==> config.mk <==
export PLATFORM = sky130hd
export DESIGN_NAME = scd_top
export DESIGN_NICKNAME = d
export VERILOG_FILES = /design/src/rtl/scd_pkg.sv /design/src/rtl/scd_cfg_if.sv /design/src/rtl/scd_strap_latch.sv /design/src/rtl/scd_slot_decode.sv /design/src/rtl/scd_top.sv
export VERILOG_INCLUDE_DIRS = /design/src /design/src/rtl
export SDC_FILE = /design/constraint.sdc
export NUM_CORES = 1
export LEC_CHECK = 0
export BUFFER_PORTS_ARGS = -buffer_cell sky130_fd_sc_hd__buf_4
export CAP_MARGIN = 20
export CORE_MARGIN = 10
export CORE_UTILIZATION = 45
export DETAILED_ROUTE_END_ITERATION = 16
export PLACE_DENSITY = 0.83
export SYNTH_ARGS = -nofsm -noshare
export SYNTH_HDL_FRONTEND = slang
export SYNTH_SLANG_ARGS = --single-unit
==> constraint.sdc <==
create_clock -name clk_i -period 1.55 [get_ports clk_i]
set_clock_uncertainty 0.1 [all_clocks]
set_input_delay 0.31 -clock clk_i [delete_from_list [all_inputs] [get_ports clk_i]]
set_output_delay 0.31 -clock clk_i [all_outputs]
set_load 0.01 [all_outputs]
==> src/rtl/scd_params.svh <==
// offsets, field positions, reset values and layout for the strap decoder
`ifndef SCD_PARAMS_SVH
`define SCD_PARAMS_SVH

// register byte offsets
`define SCD_REG_STATUS 8'h00
`define SCD_REG_SMBUS 8'h04
`define SCD_REG_CTRL 8'h08
`define SCD_REG_RAW 8'h0C

// status register fields
`define SCD_ST_VALID 0
`define SCD_ST_HP_EN 1
`define SCD_ST_RSVD_SLOT 2
`define SCD_ST_TEST 3
`define SCD_ST_COMPAT 4
`define SCD_ST_PCIX 5
`define SCD_ST_FREQ_APPLIED 6
`define SCD_ST_MODE_LO 8
`define SCD_ST_MODE_HI 10
`define SCD_ST_SLOTS_LO 12
`define SCD_ST_SLOTS_HI 15
`define SCD_ST_FREQ_LO 16
`define SCD_ST_FREQ_HI 17

// control register fields and reset value
`define SCD_CTRL_LED_ON 0
`define SCD_CTRL_RESET 32'h0000_0000

// captured strap vector layout
`define SCD_STRAP_W 13
`define SCD_SV_SLOT_LO 0
`define SCD_SV_SLOT_HI 3
`define SCD_SV_PCIX_FREQ 4
`define SCD_SV_CONV_FREQ 5
`define SCD_SV_PCIX_SENSE 6
`define SCD_SV_TEST 7
`define SCD_SV_COMPAT 8
`define SCD_SV_SMB_LO 9
`define SCD_SV_SMB_HI 12
`define SCD_STRAP_RESET 13'h0000

// slot strap codes
`define SCD_SLOT_RSVD 4'h8
`define SCD_SLOT_PAR1 4'h9
`define SCD_SLOT_PAR2 4'hA
`define SCD_SLOT_NOGLUE 4'hF
`define SCD_SLOT_SER_OFS 4'h8

`endif

==> src/rtl/scd_pkg.sv <==
// types shared by the strap decoder modules
package scd_pkg;

    typedef enum logic [2:0] {
        SCD_HP_OFF,
        SCD_HP_PARALLEL,
        SCD_HP_SERIAL,
        SCD_HP_NO_GLUE,
        SCD_HP_RESERVED
    } scd_hp_mode_e;

    typedef enum logic [1:0] {
        SCD_F33,
        SCD_F66,
        SCD_F100,
        SCD_F133
    } scd_freq_e;

    typedef logic [7:0] scd_smb_addr_t;

endpackage

==> src/rtl/scd_cfg_if.sv <==
// decoded configuration passed from the decoder to the top
`timescale 1ns/1ps
`default_nettype none
interface scd_cfg_if;
    import scd_pkg::*;
    logic hp_en;
    logic rsvd_slot;
    scd_hp_mode_e hp_mode;
    logic [3:0] slot_count;
    logic freq_applied;
    scd_freq_e max_freq;
    scd_smb_addr_t smb_addr;

    modport producer (
        output hp_en, rsvd_slot, hp_mode, slot_count, freq_applied,
        output max_freq, smb_addr
    );
    modport consumer (
        input hp_en, rsvd_slot, hp_mode, slot_count, freq_applied,
        input max_freq, smb_addr
    );
endinterface
`default_nettype wire

==> src/rtl/scd_strap_latch.sv <==
// power-good edge detector and strap capture register
`timescale 1ns/1ps
`default_nettype none
`include "scd_params.svh"
module scd_strap_latch #(
    parameter int STRAP_W = `SCD_STRAP_W
) (
    input wire logic clk_i, // system clock
    input wire logic reset_i, // synchronous reset, active high
    input wire logic power_good_i, // power-good level
    input wire logic [STRAP_W-1:0] straps_i, // live strap pins
    output logic capture_o, // pulse: straps taken this edge unless reset_i is high
    output logic [STRAP_W-1:0] straps_o, // captured straps
    output logic valid_o // a capture has happened
);
    logic pg_q;
    logic valid_q;
    logic [STRAP_W-1:0] straps_q;
    wire rise = power_good_i & ~pg_q;

    if (STRAP_W < 1) begin : g_chk
        $error("scd_strap_latch: STRAP_W must be positive");
    end

    // pg_q resets low so a power-good already high at release still counts
    always_ff @(posedge clk_i) begin
        if (reset_i) begin
            pg_q <= 1'b0;
            valid_q <= 1'b0;
            straps_q <= '0;
        end else begin
            pg_q <= power_good_i;
            if (rise) begin
                straps_q <= straps_i;
                valid_q <= 1'b1;
            end
            // otherwise held: later pin activity is ignored
        end
    end

    assign capture_o = rise;
    assign straps_o = straps_q;
    assign valid_o = valid_q;
endmodule
`default_nettype wire

==> src/rtl/scd_slot_decode.sv <==
// combinational decode of captured straps into segment settings
`timescale 1ns/1ps
`default_nettype none
`include "scd_params.svh"
module scd_slot_decode (
    input wire logic [3:0] slot_i, // captured slot strap
    input wire logic pcix_sense_i, // captured pci-x mode sense
    input wire logic pcix_freq_i, // captured pci-x top freq strap
    input wire logic conv_freq_i, // captured conventional freq strap
    input wire logic [3:0] smb_i, // captured address straps {5,3,2,1}
    scd_cfg_if.producer cfg // decoded settings
);
    import scd_pkg::*;

    wire hp_on = slot_i[3];
    wire no_glue = (slot_i == `SCD_SLOT_NOGLUE);
    wire rsvd = (slot_i == `SCD_SLOT_RSVD);
    wire parallel = (slot_i == `SCD_SLOT_PAR1) | (slot_i == `SCD_SLOT_PAR2);
    wire applied = ~hp_on | no_glue;
    wire [3:0] off_slots = {1'b0, slot_i[2:0]} + 4'h1;
    wire [3:0] on_slots = slot_i - `SCD_SLOT_SER_OFS;

    assign cfg.hp_en = hp_on & ~rsvd;
    assign cfg.rsvd_slot = rsvd;
    assign cfg.hp_mode = ~hp_on ? SCD_HP_OFF :
                         rsvd ? SCD_HP_RESERVED :
                         no_glue ? SCD_HP_NO_GLUE :
                         parallel ? SCD_HP_PARALLEL : SCD_HP_SERIAL;
    assign cfg.slot_count = ~hp_on ? off_slots :
                            rsvd ? 4'h0 :
                            no_glue ? 4'h1 : on_slots;
    assign cfg.freq_applied = applied;
    // unapplied strap falls back to the slowest rate of the mode
    assign cfg.max_freq = pcix_sense_i ?
        ((applied & pcix_freq_i) ? SCD_F133 : SCD_F100) :
        ((applied & conv_freq_i) ? SCD_F66 : SCD_F33);
    // bit 0 is the r/w position and stays zero
    assign cfg.smb_addr = {2'b11, smb_i[3], 1'b0, smb_i[2:0], 1'b0};
endmodule
`default_nettype wire

==> src/rtl/scd_top.sv <==
// strap capture and decode with a small register port
`timescale 1ns/1ps
`default_nettype none
`include "scd_params.svh"
module scd_top #(
    parameter int ADDR_W = 8
) (
    input wire logic clk_i, // 200 MHz clock
    input wire logic reset_i, // synchronous reset, active high
    input wire logic power_good_i, // power-good level
    input wire logic [3:0] hot_plug_slot_strap_i, // slot strap pins
    input wire logic pcix_top_freq_strap_i, // pci-x 133 strap
    input wire logic conv_top_freq_strap_i, // conventional 66 strap
    input wire logic pcix_capable_sense_i, // pci-x mode sense
    input wire logic test_mode_strap_i, // test strap
    input wire logic [3:0] smbus_addr_strap_i, // {a5,a3,a2,a1} straps
    input wire logic attention_led_in_i, // led pin level (compat strap)
    output logic attention_led_out_o, // led pin drive, low lights
    output logic attention_led_oe_o, // led pin output enable
    input wire logic [ADDR_W-1:0] addr_i, // register address
    input wire logic [31:0] wdata_i, // write data
    input wire logic wr_i, // write strobe
    input wire logic rd_i, // read strobe
    output logic [31:0] rdata_o, // read data, cycle after rd_i
    output logic strap_capture_o, // pulse on capture
    output logic cfg_valid_o, // a capture has happened; decoded settings load on the same edge this rises
    output logic hot_plug_en_o, // hot plug enabled
    output scd_pkg::scd_hp_mode_e hot_plug_mode_o, // hot plug mode
    output logic [3:0] slot_count_o, // slots on segment
    output scd_pkg::scd_freq_e max_freq_o, // max segment frequency
    output scd_pkg::scd_smb_addr_t smbus_addr_o, // smbus slave address
    output logic test_mode_o, // test strap was high
    output logic link_compat_o // compat strap level
);
    import scd_pkg::*;

    if (ADDR_W < 4) begin : g_chk
        $error("scd_top: ADDR_W too small for the register map");
    end

    logic [`SCD_STRAP_W-1:0] strap_live;
    logic [`SCD_STRAP_W-1:0] strap_cap;
    logic cap_valid;
    logic cap_pulse;
    scd_cfg_if cfg ();

    assign strap_live = {smbus_addr_strap_i, attention_led_in_i,
                         test_mode_strap_i, pcix_capable_sense_i,
                         conv_top_freq_strap_i, pcix_top_freq_strap_i,
                         hot_plug_slot_strap_i};

    scd_strap_latch #(
        .STRAP_W(`SCD_STRAP_W)
    ) u_latch (
        .clk_i(clk_i),
        .reset_i(reset_i),
        .power_good_i(power_good_i),
        .straps_i(strap_live),
        .capture_o(cap_pulse),
        .straps_o(strap_cap),
        .valid_o(cap_valid)
    );

    scd_slot_decode u_dec (
        .slot_i(strap_cap[`SCD_SV_SLOT_HI:`SCD_SV_SLOT_LO]),
        .pcix_sense_i(strap_cap[`SCD_SV_PCIX_SENSE]),
        .pcix_freq_i(strap_cap[`SCD_SV_PCIX_FREQ]),
        .conv_freq_i(strap_cap[`SCD_SV_CONV_FREQ]),
        .smb_i(strap_cap[`SCD_SV_SMB_HI:`SCD_SV_SMB_LO]),
        .cfg(cfg)
    );

    // registered copies of the decode
    logic valid_q;
    logic hp_en_q;
    logic rsvd_q;
    scd_hp_mode_e mode_q;
    logic [3:0] slots_q;
    logic applied_q;
    scd_freq_e freq_q;
    scd_smb_addr_t smb_q;
    logic test_q;
    logic compat_q;
    logic pcix_q;
    logic pulse_q;
    logic drive_q;

    always_ff @(posedge clk_i) begin
        if (reset_i) begin
            valid_q <= 1'b0;
            hp_en_q <= 1'b0;
            rsvd_q <= 1'b0;
            mode_q <= SCD_HP_OFF;
            slots_q <= 4'h0;
            applied_q <= 1'b0;
            freq_q <= SCD_F33;
            smb_q <= 8'h00;
            test_q <= 1'b0;
            compat_q <= 1'b0;
            pcix_q <= 1'b0;
            pulse_q <= 1'b0;
            drive_q <= 1'b0;
        end else begin
            valid_q <= cap_valid;
            pulse_q <= cap_pulse;
            // pin goes back to the board whenever power-good drops
            drive_q <= cap_valid & power_good_i;
            // load while the pulse stands: the capture register has settled,
            // and reset values stay put until a real capture
            if (pulse_q) begin
                hp_en_q <= cfg.hp_en;
                rsvd_q <= cfg.rsvd_slot;
                mode_q <= cfg.hp_mode;
                slots_q <= cfg.slot_count;
                applied_q <= cfg.freq_applied;
                freq_q <= cfg.max_freq;
                smb_q <= cfg.smb_addr;
                // reported only; a high level is a board fault
                test_q <= strap_cap[`SCD_SV_TEST];
                compat_q <= strap_cap[`SCD_SV_COMPAT];
                pcix_q <= strap_cap[`SCD_SV_PCIX_SENSE];
            end
        end
    end

    // register port
    logic [31:0] ctrl_q;
    logic [31:0] rdata_q;
    logic [31:0] status_w;
    logic [31:0] rsel_w;

    wire sel_status = (addr_i == ADDR_W'(`SCD_REG_STATUS));
    wire sel_smbus = (addr_i == ADDR_W'(`SCD_REG_SMBUS));
    wire sel_ctrl = (addr_i == ADDR_W'(`SCD_REG_CTRL));
    wire sel_raw = (addr_i == ADDR_W'(`SCD_REG_RAW));

    always_comb begin
        status_w = 32'h0000_0000;
        status_w[`SCD_ST_VALID] = valid_q;
        status_w[`SCD_ST_HP_EN] = hp_en_q;
        status_w[`SCD_ST_RSVD_SLOT] = rsvd_q;
        status_w[`SCD_ST_TEST] = test_q;
        status_w[`SCD_ST_COMPAT] = compat_q;
        status_w[`SCD_ST_PCIX] = pcix_q;
        status_w[`SCD_ST_FREQ_APPLIED] = applied_q;
        status_w[`SCD_ST_MODE_HI:`SCD_ST_MODE_LO] = mode_q;
        status_w[`SCD_ST_SLOTS_HI:`SCD_ST_SLOTS_LO] = slots_q;
        status_w[`SCD_ST_FREQ_HI:`SCD_ST_FREQ_LO] = freq_q;
    end

    // unmapped addresses read as zero
    assign rsel_w = sel_status ? status_w :
                    sel_smbus ? {24'h00_0000, smb_q} :
                    sel_ctrl ? ctrl_q :
                    sel_raw ? {19'h0_0000, strap_cap} : 32'h0000_0000;

    always_ff @(posedge clk_i) begin
        if (reset_i) begin
            ctrl_q <= `SCD_CTRL_RESET;
        end else if (wr_i && sel_ctrl) begin
            ctrl_q <= {31'h0000_0000, wdata_i[`SCD_CTRL_LED_ON]};
        end
    end

    // data only in the cycle after the read strobe
    always_ff @(posedge clk_i) begin
        if (reset_i) begin
            rdata_q <= 32'h0000_0000;
        end else begin
            rdata_q <= rd_i ? rsel_w : 32'h0000_0000;
        end
    end

    // led pin undriven before a capture and from the cycle after power-good drops until the cycle after it rises,
    // so the next capture sees the board level, not our own drive
    assign attention_led_oe_o = drive_q;
    assign attention_led_out_o = drive_q & ~ctrl_q[`SCD_CTRL_LED_ON];

    assign rdata_o = rdata_q;
    assign strap_capture_o = pulse_q;
    assign cfg_valid_o = valid_q;
    assign hot_plug_en_o = hp_en_q;
    assign hot_plug_mode_o = mode_q;
    assign slot_count_o = slots_q;
    assign max_freq_o = freq_q;
    assign smbus_addr_o = smb_q;
    assign test_mode_o = test_q;
    assign link_compat_o = compat_q;
endmodule
`default_nettype wire

# ---- Word-level counts from Yosys, hierarchy flattened
# Index checks and enable logic that the tools add are counted.
dict set report word_totals {
  word_cells 61
  output_inout_bits 56
  in_bits 58
  reg_bits 71
}
dict set report op_classes {
  bitwise 13
  n_addsub 2
  n_reduce_logical 5
  n_eq_ne 7
  n_mux 14
}
# operator n
set ops {}
lappend ops {{13-bit two-way mux} 3}
lappend ops {{18-bit two-way mux} 1}
lappend ops {{4-bit equality test, second input constant} 4}
lappend ops {{8-bit by 4-bit equality test with 1-bit output, second input constant} 2}
lappend ops {{4-bit two-way mux} 3}
lappend ops {{3-bit two-way mux} 3}
lappend ops {{8-bit by 3-bit equality test with 1-bit output, second input constant} 1}
lappend ops {{8-bit zero test} 1}
lappend ops {{1-bit bitwise AND} 6}
lappend ops {{1-bit inverter} 5}
lappend ops {{3-bit by 1-bit adder with 4-bit output, second input constant} 1}
lappend ops {{2-bit two-way mux} 2}
lappend ops {{4-bit OR reduction} 1}
lappend ops {{4-bit subtractor, second input constant} 1}
lappend ops {{3-bit OR reduction} 1}
lappend ops {{1-bit two-way mux} 2}
lappend ops {{1-bit bitwise OR} 2}
lappend ops {{2-bit OR reduction} 1}
lappend ops {{1-bit logical AND} 1}

# ---- Longest topological paths before layout
# Gate-level depths: netlist of the first run.
dict set report logic_depth {
  word_depth 6
  ltp_mapped 6
  ltp_nobuf 6
}

# ---- Cells and area by module
# Synthesis of the first run repeated with hierarchy kept, for this count alone.
dict set report unflattened {
  cells_unflattened 269
  hier_area_um2 2692.6
}
# module seq_area_each_um2 area_per_inst_um2 instances cells_per_inst
set modules_own_cells {}
lappend modules_own_cells {scd_top 900.9 1740.4 1 167}
lappend modules_own_cells {scd_strap_latch 300.3 686.9 1 62}
lappend modules_own_cells {scd_slot_decode 0.0 265.3 1 40}

# ---- Worst setup path before layout of the first run
# No wires, ideal clock.
dict set report synth_path {
  path_kind {register to register}
  start {register u_latch.straps_q[0] (netlist: u_latch.straps_o[0])}
  end {register slots_q[1] (netlist: slot_count_o[1])}
  n_path_buf 0
  required_time_ns 1.372
  synth_period_minus_slack_ns 1.340
  slack_ns 0.210
  setup_ns 0.078
  path_stages_with_launch 6
  arrival_time_ns 1.162
  cell_sequence {dfxtp_1 inv_1 ha_1 a21boi_1 a31oi_1 nor3_1}
}
dict set report synth_via {
  elab_chain_len 4
  word_cells_on_any_way 7
  cone_classes {2 x add/sub; 2 x eq/ne; 3 x mux}
}
# item line
set synth_rtl {}
lappend synth_rtl {{from (decl)} scd_strap_latch.sv:18} ;# logic [STRAP_W-1:0] straps_q;
lappend synth_rtl {{from (signal assigned)} scd_strap_latch.sv:34} ;# straps_q <= straps_i;
lappend synth_rtl {{4-bit subtractor (no line) / 4-bit equality test (equally long branches)} -}
lappend synth_rtl {{4-bit two-way mux} scd_slot_decode.sv:31} ;# no_glue ? 4'h1 : on_slots;
lappend synth_rtl {{4-bit two-way mux} scd_slot_decode.sv:30} ;# rsvd ? 4'h0 :
lappend synth_rtl {{4-bit two-way mux (*)} scd_slot_decode.sv:29} ;# assign cfg.slot_count = ~hp_on ? off_slots :
lappend synth_rtl {{to (signal assigned)} scd_top.sv:114} ;# slots_q <= cfg.slot_count;
lappend synth_rtl {{to (decl)} scd_top.sv:78} ;# logic [3:0] slots_q;
# Mark *: on every way between the ends. The rest lies on a longest branch, timed or not.
# A chain may end at the register's enable or synchronous reset.

# ---- Final worst setup path of the first run
dict set report layout_path {
  start {register pulse_q (netlist: strap_capture_o)}
  end {output strap_capture_o}
}
# item line
set layout_lines {}
lappend layout_lines {{from (decl)} scd_top.sv:85} ;# logic pulse_q;
lappend layout_lines {{from (signal assigned)} scd_top.sv:105} ;# pulse_q <= cap_pulse;
lappend layout_lines {{to (decl)} scd_top.sv:25} ;# output logic strap_capture_o,
# No word-level cell between the ends.

==> out/qor.csv, run 1 <==
stage,metric,value,unit
outcome,status,"finished, final reports clean",
clocking,clock-pin slew on the worst setup and hold paths,90,ps
worst_setup_path,worst setup path class,register to primary output,
worst_setup_path,crit-path leading delay family,flip-flops,
grt,number of global-route vias before repair,1785,
clocking,Clock Path Buffers,2,
sta,FMAX,707,MHz
worst_setup_path,"Critical Path, Cell by Cell",buf_4,
grt,global-route usage over all layers,0.127,
synthesis,Synth top area share,0.491,
drt,detailed-route vias per instance,4.82,
cells_and_area,final std cells w/o fill,379,
synthesis,number of synthesized flops with an enable pin,0,
sta,final period utilization,0.913,
worst_setup_path,Max stage delay on crit path,510,ps
hold_path,Hold Path Cell Cnt,3,
sta,fin. max-slew vios,0,
synthesis,Synth Flop Type,dfxtp_1,
sta,Hold Fails Final Rpt,0,
sta,Fin Setup TNS,0,ps
placement,setup slack at placement,74.1,ps
placement,Inst Count DP,373,
cells_and_area,Layout Area Growth over Synthesis,26.7,%
clocking,post-cts sizing count,0,
drt,vias,1826,
synthesis,Syn Area/Cell,9.16,sq um
worst_setup_path,critical path's slowest cell,dfxtp_1,
synthesis,Syn. warnings,0,
drt,Final ANT Viol Nets,0,
drt,drt total wl,5.39,mm
clocking,CTS H-tree depth,2,
grt,largest net degree at the start of global routing,21,
worst_setup_path,Crit path required time,1140,ps
placement,HPWL after DPL,4.28,mm
synthesis,Syn Inst Count,249,
clocking,Root Driver,clkbuf_8,
hold_path,Hold Crit Endpoint,ctrl_q[0]$_SDFFE_PP0P_,
pwr,VDD IR max,0.420,mV
pwr,LEAKAGE,1.27,nW
cells_and_area,share of cells above drive strength 1,0.298,
die,Initial Utilization,0.474,
worst_setup_path,reg2reg end,slot_count_o[1]$_SDFFE_PP0P_,
hold_path,hold path startpoint,wdata_i[0],
drt,WL/cell,14.2,um
sta,RSZ-0062 raised after global routing,false,
worst_setup_path,worst setup path startpoint,strap_capture_o$_SDFF_PP0_,
synthesis,mapped cell area,2280,sq um
die,Rows,25,
placement,PortBufs,66,
die,Die Span Y,91.2,um
grt,initial antenna violation count,0,
synthesis,"FFs w/ async S/R, synth",0,
drt,DRC,0,
cells_and_area,most frequent cells in the layout,"74 x buf_4, 56 x dfxtp_1, 32 x nand2_1, 32 x nor2_1, 21 x a21oi_1",
die,# IOs,114,
die,Die X,91.2,um
worst_setup_path,CP endpoint kind,primary output,
clocking,CTS tree,done,
grt,first-pass GRT wire length,8.81,mm
hold_path,worst hold path type,input port to register,
sta,fin crit period,1420,ps
synthesis,top cell type by total area after synthesis,dfxtp_1,
cells_and_area,# fillers,434,
clocking,post-CTS setup repair buffer count,0,
clocking,Clock Latency Late Sink,300,ps
placement,Post-DP Area,2780,sq um
synthesis,#FFs+latches synth,56,
worst_setup_path,Worst Path Buf+Inv,1,
worst_setup_path,worst endpoint data arrival time,1010,ps
die,Die ar.,8320,sq um
pwr,post-route total power,2.70,mW
worst_setup_path,worst r2r src,u_latch.straps_o[1]$_SDFFE_PP0P_,
worst_setup_path,critical-path maximum fanout,9,
worst_setup_path,flop-to-flop setup slack,160,ps
clocking,Hold Buf Count CTS,0,
drt,Pre-Repair DR Iteration Count,4,
clocking,CTS sink count,56,
sta,Hold Worst Slack,135,ps
sta,final setup margin,135,ps
flow_run,total of max-cap violations,0,
drt,starting DRC count in detailed routing,112,
pwr,pwr dens,934,nW/um^2
sta,"Setup violations, final",0,
synthesis,main area contributors after synthesis,"dfxtp_1 49%, buf_4 6.3%, mux2i_1 5.7%",
synthesis,sequential cell area fraction in the yosys report,0.491,
cells_and_area,number of antenna cells inserted,0,
cells_and_area,"Core Util, Final",0.600,
clocking,Num CTS Buffers,5,
grt,grt total ovfl,0,
cells_and_area,fin nets,375,
synthesis,library cells used by synthesis,36,
worst_setup_path,Worst R2R Path Depth,5,
worst_setup_path,kind of start point of the critical path,register,
cells_and_area,design area,2890,sq um
placement,RePlAce Congestion,0.865,
cells_and_area,"most common cell after layout, fill and taps aside",buf_4,
die,total core area,4820,sq um
## state kept, by name (all words and copies together), names as in the netlist
register	count
applied_q	1
attention_led_oe_o	1
cfg_valid_o	1
ctrl_q	1
hot_plug_en_o	1
hot_plug_mode_o	3
link_compat_o	1
max_freq_o	2
rdata_o	18
rsvd_q	1
slot_count_o	4
smbus_addr_o	5
strap_capture_o	1
test_mode_o	1
u_latch.pg_q	1
u_latch.straps_o	13
u_latch.valid_o	1
## cell families (layout without fill, tap and decap cells)
family          after synthesis  in the layout  share of synthesized area
compound gates               40             40                      0.108
fa+ha+maj                     4              4                     0.0219
buf+inv                      38             86                      0.101
flops                        56             56                      0.491
mux                          18             18                     0.0817
other cells                   1             16                    0.00164
simple gates                 92             92                      0.194
## synthesized netlist by cell type, drive strengths merged (2+ instances only)
library cell	number
clkbuf	2
dfxtp	56
a21oi	21
nor2	33
nor3	2
and2	2
mux2i	13
and3	6
buf	31
nand3	2
nand4	3
o211ai	2
mux2	5
ha	4
nor2b	6
a211oi	2
nand2	32
inv	5
a22oi	10
## final cells by class
cell class | instances | area (sq um) | area share
Sequential cell | 56 | 1120 | 0.388
Multi-Input combinational cell | 170 | 991 | 0.343
Timing Repair Buffer | 75 | 576 | 0.199
Tap cell | 67 | 83.8 | 0.0290
Clock buffer | 5 | 68.8 | 0.0238
Clock inverter | 1 | 30.0 | 0.0104
Inverter | 5 | 18.8 | 0.00650
## power breakdown
part           switching [mW]  internal [mW]  leakage [nW]
combinational           0.154          0.140         0.769
clock                   0.421          0.464        0.0501
sequential             0.0397           1.48         0.455
total                   0.615           2.08          1.27
## layer usage
| metal | vias up | share of wire | global-route usage |
|---|---|---|---|
| met5 | - | 0 | 0 |
| met4 | 0 | 0.016 | 0.0614 |
| met3 | 7 | 0.099 | 0.0543 |
| met2 | 85 | 0.47 | 0.197 |
| met1 | 811 | 0.41 | 0.148 |
| li1 | 923 | - | - |
## worst max-delay path by stage
| stage | end | slack [ps] | cells after the start |
|---|---|---|---|
| detailed placement | u_latch.straps_o[12]$_SDFFE_PP0P_ | 70 | 4 |
| floorplan | slot_count_o[1]$_SDFFE_PP0P_ | 210 | 5 |
| global route | hot_plug_mode_o[0]$_SDFFE_PP0P_ | 50 | 5 |
| global placement | u_latch.straps_o[3]$_SDFFE_PP0P_ | 80 | 4 |
| CTS | slot_count_o[1]$_SDFFE_PP0P_ | 70 | 5 |
| finish | strap_capture_o | 130 | 1 |
(Power assumes the default switching activity.)
==> run 2, diff against run 1 <==
==> constraint.sdc (replaced) <==
create_clock -name clk_i -period 1.55 [get_ports clk_i]
set_clock_uncertainty 0.1 [all_clocks]
set_input_delay 0 -clock clk_i [delete_from_list [all_inputs] [get_ports clk_i]]
set_output_delay 0 -clock clk_i [all_outputs]
set_load 0.01 [all_outputs]
==> run 2 against run 1 <==
Against the previous run:
- power shrank 2.4%
- count of clock-buffer cells in the layout grew 1
- routed wire length grew 4.8%
- register-to-register slack is essentially flat
- non-clock buffer count grew 17
- combinational power grew 12%
- global-route usage grew 0.33 points
- first-iteration DRC count grew 3.6%
- flip-flop and latch count is the same
- worst setup slack gained 12 ps
- critical path type is now register to register
==> out/qor.csv, run 2 (same netlist as run 1, synthesis figures left out) <==
stage,metric,value,unit
outcome,status,"finished, final reports clean",
grt,global-route usage over all layers,0.131,
sta,Fin Setup TNS,0,ps
sta,Rel. slew slack,0.615,
placement,PortBufs,66,
worst_setup_path,Crit path required time,1690,ps
cells_and_area,fin nets,392,
clocking,CTS H-tree depth,2,
worst_setup_path,worst r2r src,u_latch.straps_o[0]$_SDFFE_PP0P_,
worst_setup_path,worst endpoint data arrival time,1550,ps
placement,HPWL after DPL,4.28,mm
hold_path,Hold Crit Endpoint,rdata_o[7]$_SDFF_PP0_,
cells_and_area,most frequent cells in the layout,"73 x buf_4, 56 x dfxtp_1, 32 x nand2_1, 32 x nor2_1, 21 x a21oi_1",
sta,"Setup violations, final",0,
placement,Post-DP Area,2760,sq um
grt,number of global-route vias before repair,1949,
drt,vias,1911,
die,Die X,91.2,um
drt,WL/cell,14.2,um
grt,initial antenna violation count,0,
pwr,LEAKAGE,1.33,nW
drt,Pre-Repair DR Iteration Count,4,
clocking,Clock Path Buffers,2,
clocking,Root Driver,clkbuf_8,
cells_and_area,number of antenna cells inserted,0,
die,Die Span Y,91.2,um
grt,first-pass GRT wire length,9.11,mm
sta,fin. max-slew vios,0,
pwr,post-route total power,2.63,mW
hold_path,worst hold path type,input port to register,
clocking,Num CTS Buffers,5,
cells_and_area,"most common cell after layout, fill and taps aside",buf_4,
placement,RePlAce Congestion,0.843,
drt,starting DRC count in detailed routing,116,
worst_setup_path,kind of start point of the critical path,register,
worst_setup_path,critical-path maximum fanout,4,
sta,RSZ-0062 raised after global routing,false,
drt,Final ANT Viol Nets,0,
drt,Metal-1 WL,2.39,mm
sta,FMAX,713,MHz
drt,drt total wl,5.64,mm
drt,uppermost routed layer,met4,
clocking,clock-pin slew on the worst setup and hold paths,90,ps
sta,final period utilization,0.905,
cells_and_area,Largest register FFs,18,
cells_and_area,share of cells above drive strength 1,0.275,
worst_setup_path,Worst R2R Path Depth,5,
sta,worst slew pin tran,578,ps
sta,fin crit period,1400,ps
cells_and_area,design area,3040,sq um
clocking,CTS tree,done,
hold_path,hold path startpoint,addr_i[3],
cells_and_area,# fillers,420,
die,Initial Utilization,0.474,
grt,largest net degree at the start of global routing,38,
clocking,CTS sink count,56,
drt,Met3 Routed Length,387,um
cells_and_area,Layout Area Growth over Synthesis,33.2,%
flow_run,total of max-cap violations,0,
die,Die ar.,8320,sq um
worst_setup_path,reg2reg end,slot_count_o[1]$_SDFFE_PP0P_,
die,# IOs,114,
drt,met2 WL,2.72,mm
drt,DRC,0,
pwr,pwr dens,866,nW/um^2
grt,grt total ovfl,0,
worst_setup_path,worst setup path class,register to register,
pwr,VDD IR max,0.429,mV
clocking,Clock Latency Late Sink,320,ps
hold_path,Hold Path Cell Cnt,3,
drt,detailed-route vias per instance,4.80,
worst_setup_path,CP endpoint kind,register,
cells_and_area,final std cells w/o fill,398,
die,total core area,4820,sq um
worst_setup_path,flop-to-flop setup slack,150,ps
die,Rows,25,
placement,Inst Count DP,371,
sta,Hold Fails Final Rpt,0,
## run 2: cell count changes in the layout (fill, tap and decap cells not counted), sizes merged
cell / delta
clkinvlp: +1
clkinv: +1
clkbuf: +1
buf: -2
dlygate4sd3: +19
bufinv: -1
## run 2: worst max-delay path, stage by stage (launching register included)
cell and delay [ps]:
dfxtp_1 380, inv_1 80, ha_1 250, a21boi_2 230, a31oi_1 110, nor3_1 170
## run 2: power by group
group	leakage, nW	total, mW	internal (mW)	switching (mW)
clock	0.0414	0.786	0.322	0.464
sequential	0.455	1.52	1.48	0.0391
combinational	0.832	0.328	0.165	0.163
## run 2: metal layers
layer  vias up  track usage
met1       865        0.144
met2        69        0.218
met5         -            0
met3        15       0.0494
met4         0       0.0601
li1        962            -
## run 2: worst max path at each step
stage / depth (start not counted) / end / startpoint
floorplan: 5 / slot_count_o[1]$_SDFFE_PP0P_ / u_latch.straps_o[0]$_SDFFE_PP0P_
global placement: 5 / slot_count_o[1]$_SDFFE_PP0P_ / u_latch.straps_o[0]$_SDFFE_PP0P_
detailed placement: 5 / slot_count_o[1]$_SDFFE_PP0P_ / u_latch.straps_o[0]$_SDFFE_PP0P_
CTS: 5 / slot_count_o[1]$_SDFFE_PP0P_ / u_latch.straps_o[0]$_SDFFE_PP0P_
global route: 5 / hot_plug_mode_o[0]$_SDFFE_PP0P_ / u_latch.straps_o[0]$_SDFFE_PP0P_
finish: 5 / slot_count_o[1]$_SDFFE_PP0P_ / u_latch.straps_o[0]$_SDFFE_PP0P_
## run 2: area by class of cell
type / instances / area [sq um] / area share
Clock buffer: 6 / 72.6 / 0.0239
Clock inverter: 2 / 16.3 / 0.00535
Inverter: 5 / 18.8 / 0.00618
Multi-Input combinational cell: 170 / 988 / 0.325
Sequential cell: 56 / 1120 / 0.369
Tap cell: 67 / 83.8 / 0.0276
Timing Repair Buffer: 92 / 738 / 0.243
## run 2: through the flow
step           worst slack [ps]   util  hold WS (ps)
3_5_place_dp                102  0.572           144
3_3_place_gp                137  0.572           135
4_1_cts                    54.0  0.630          8.34
2_1_floorplan               210      -          36.0
6_report                    146  0.631          14.6
5_1_grt                    50.1  0.631          29.9
## run 2: what timing repair did
item	CTS	global route
endpoints found under the hold margin	34	0
hold buffers	19	0
endpoints found under the setup margin	0	2
setup buffers	0	0
gates resized for setup	0	1
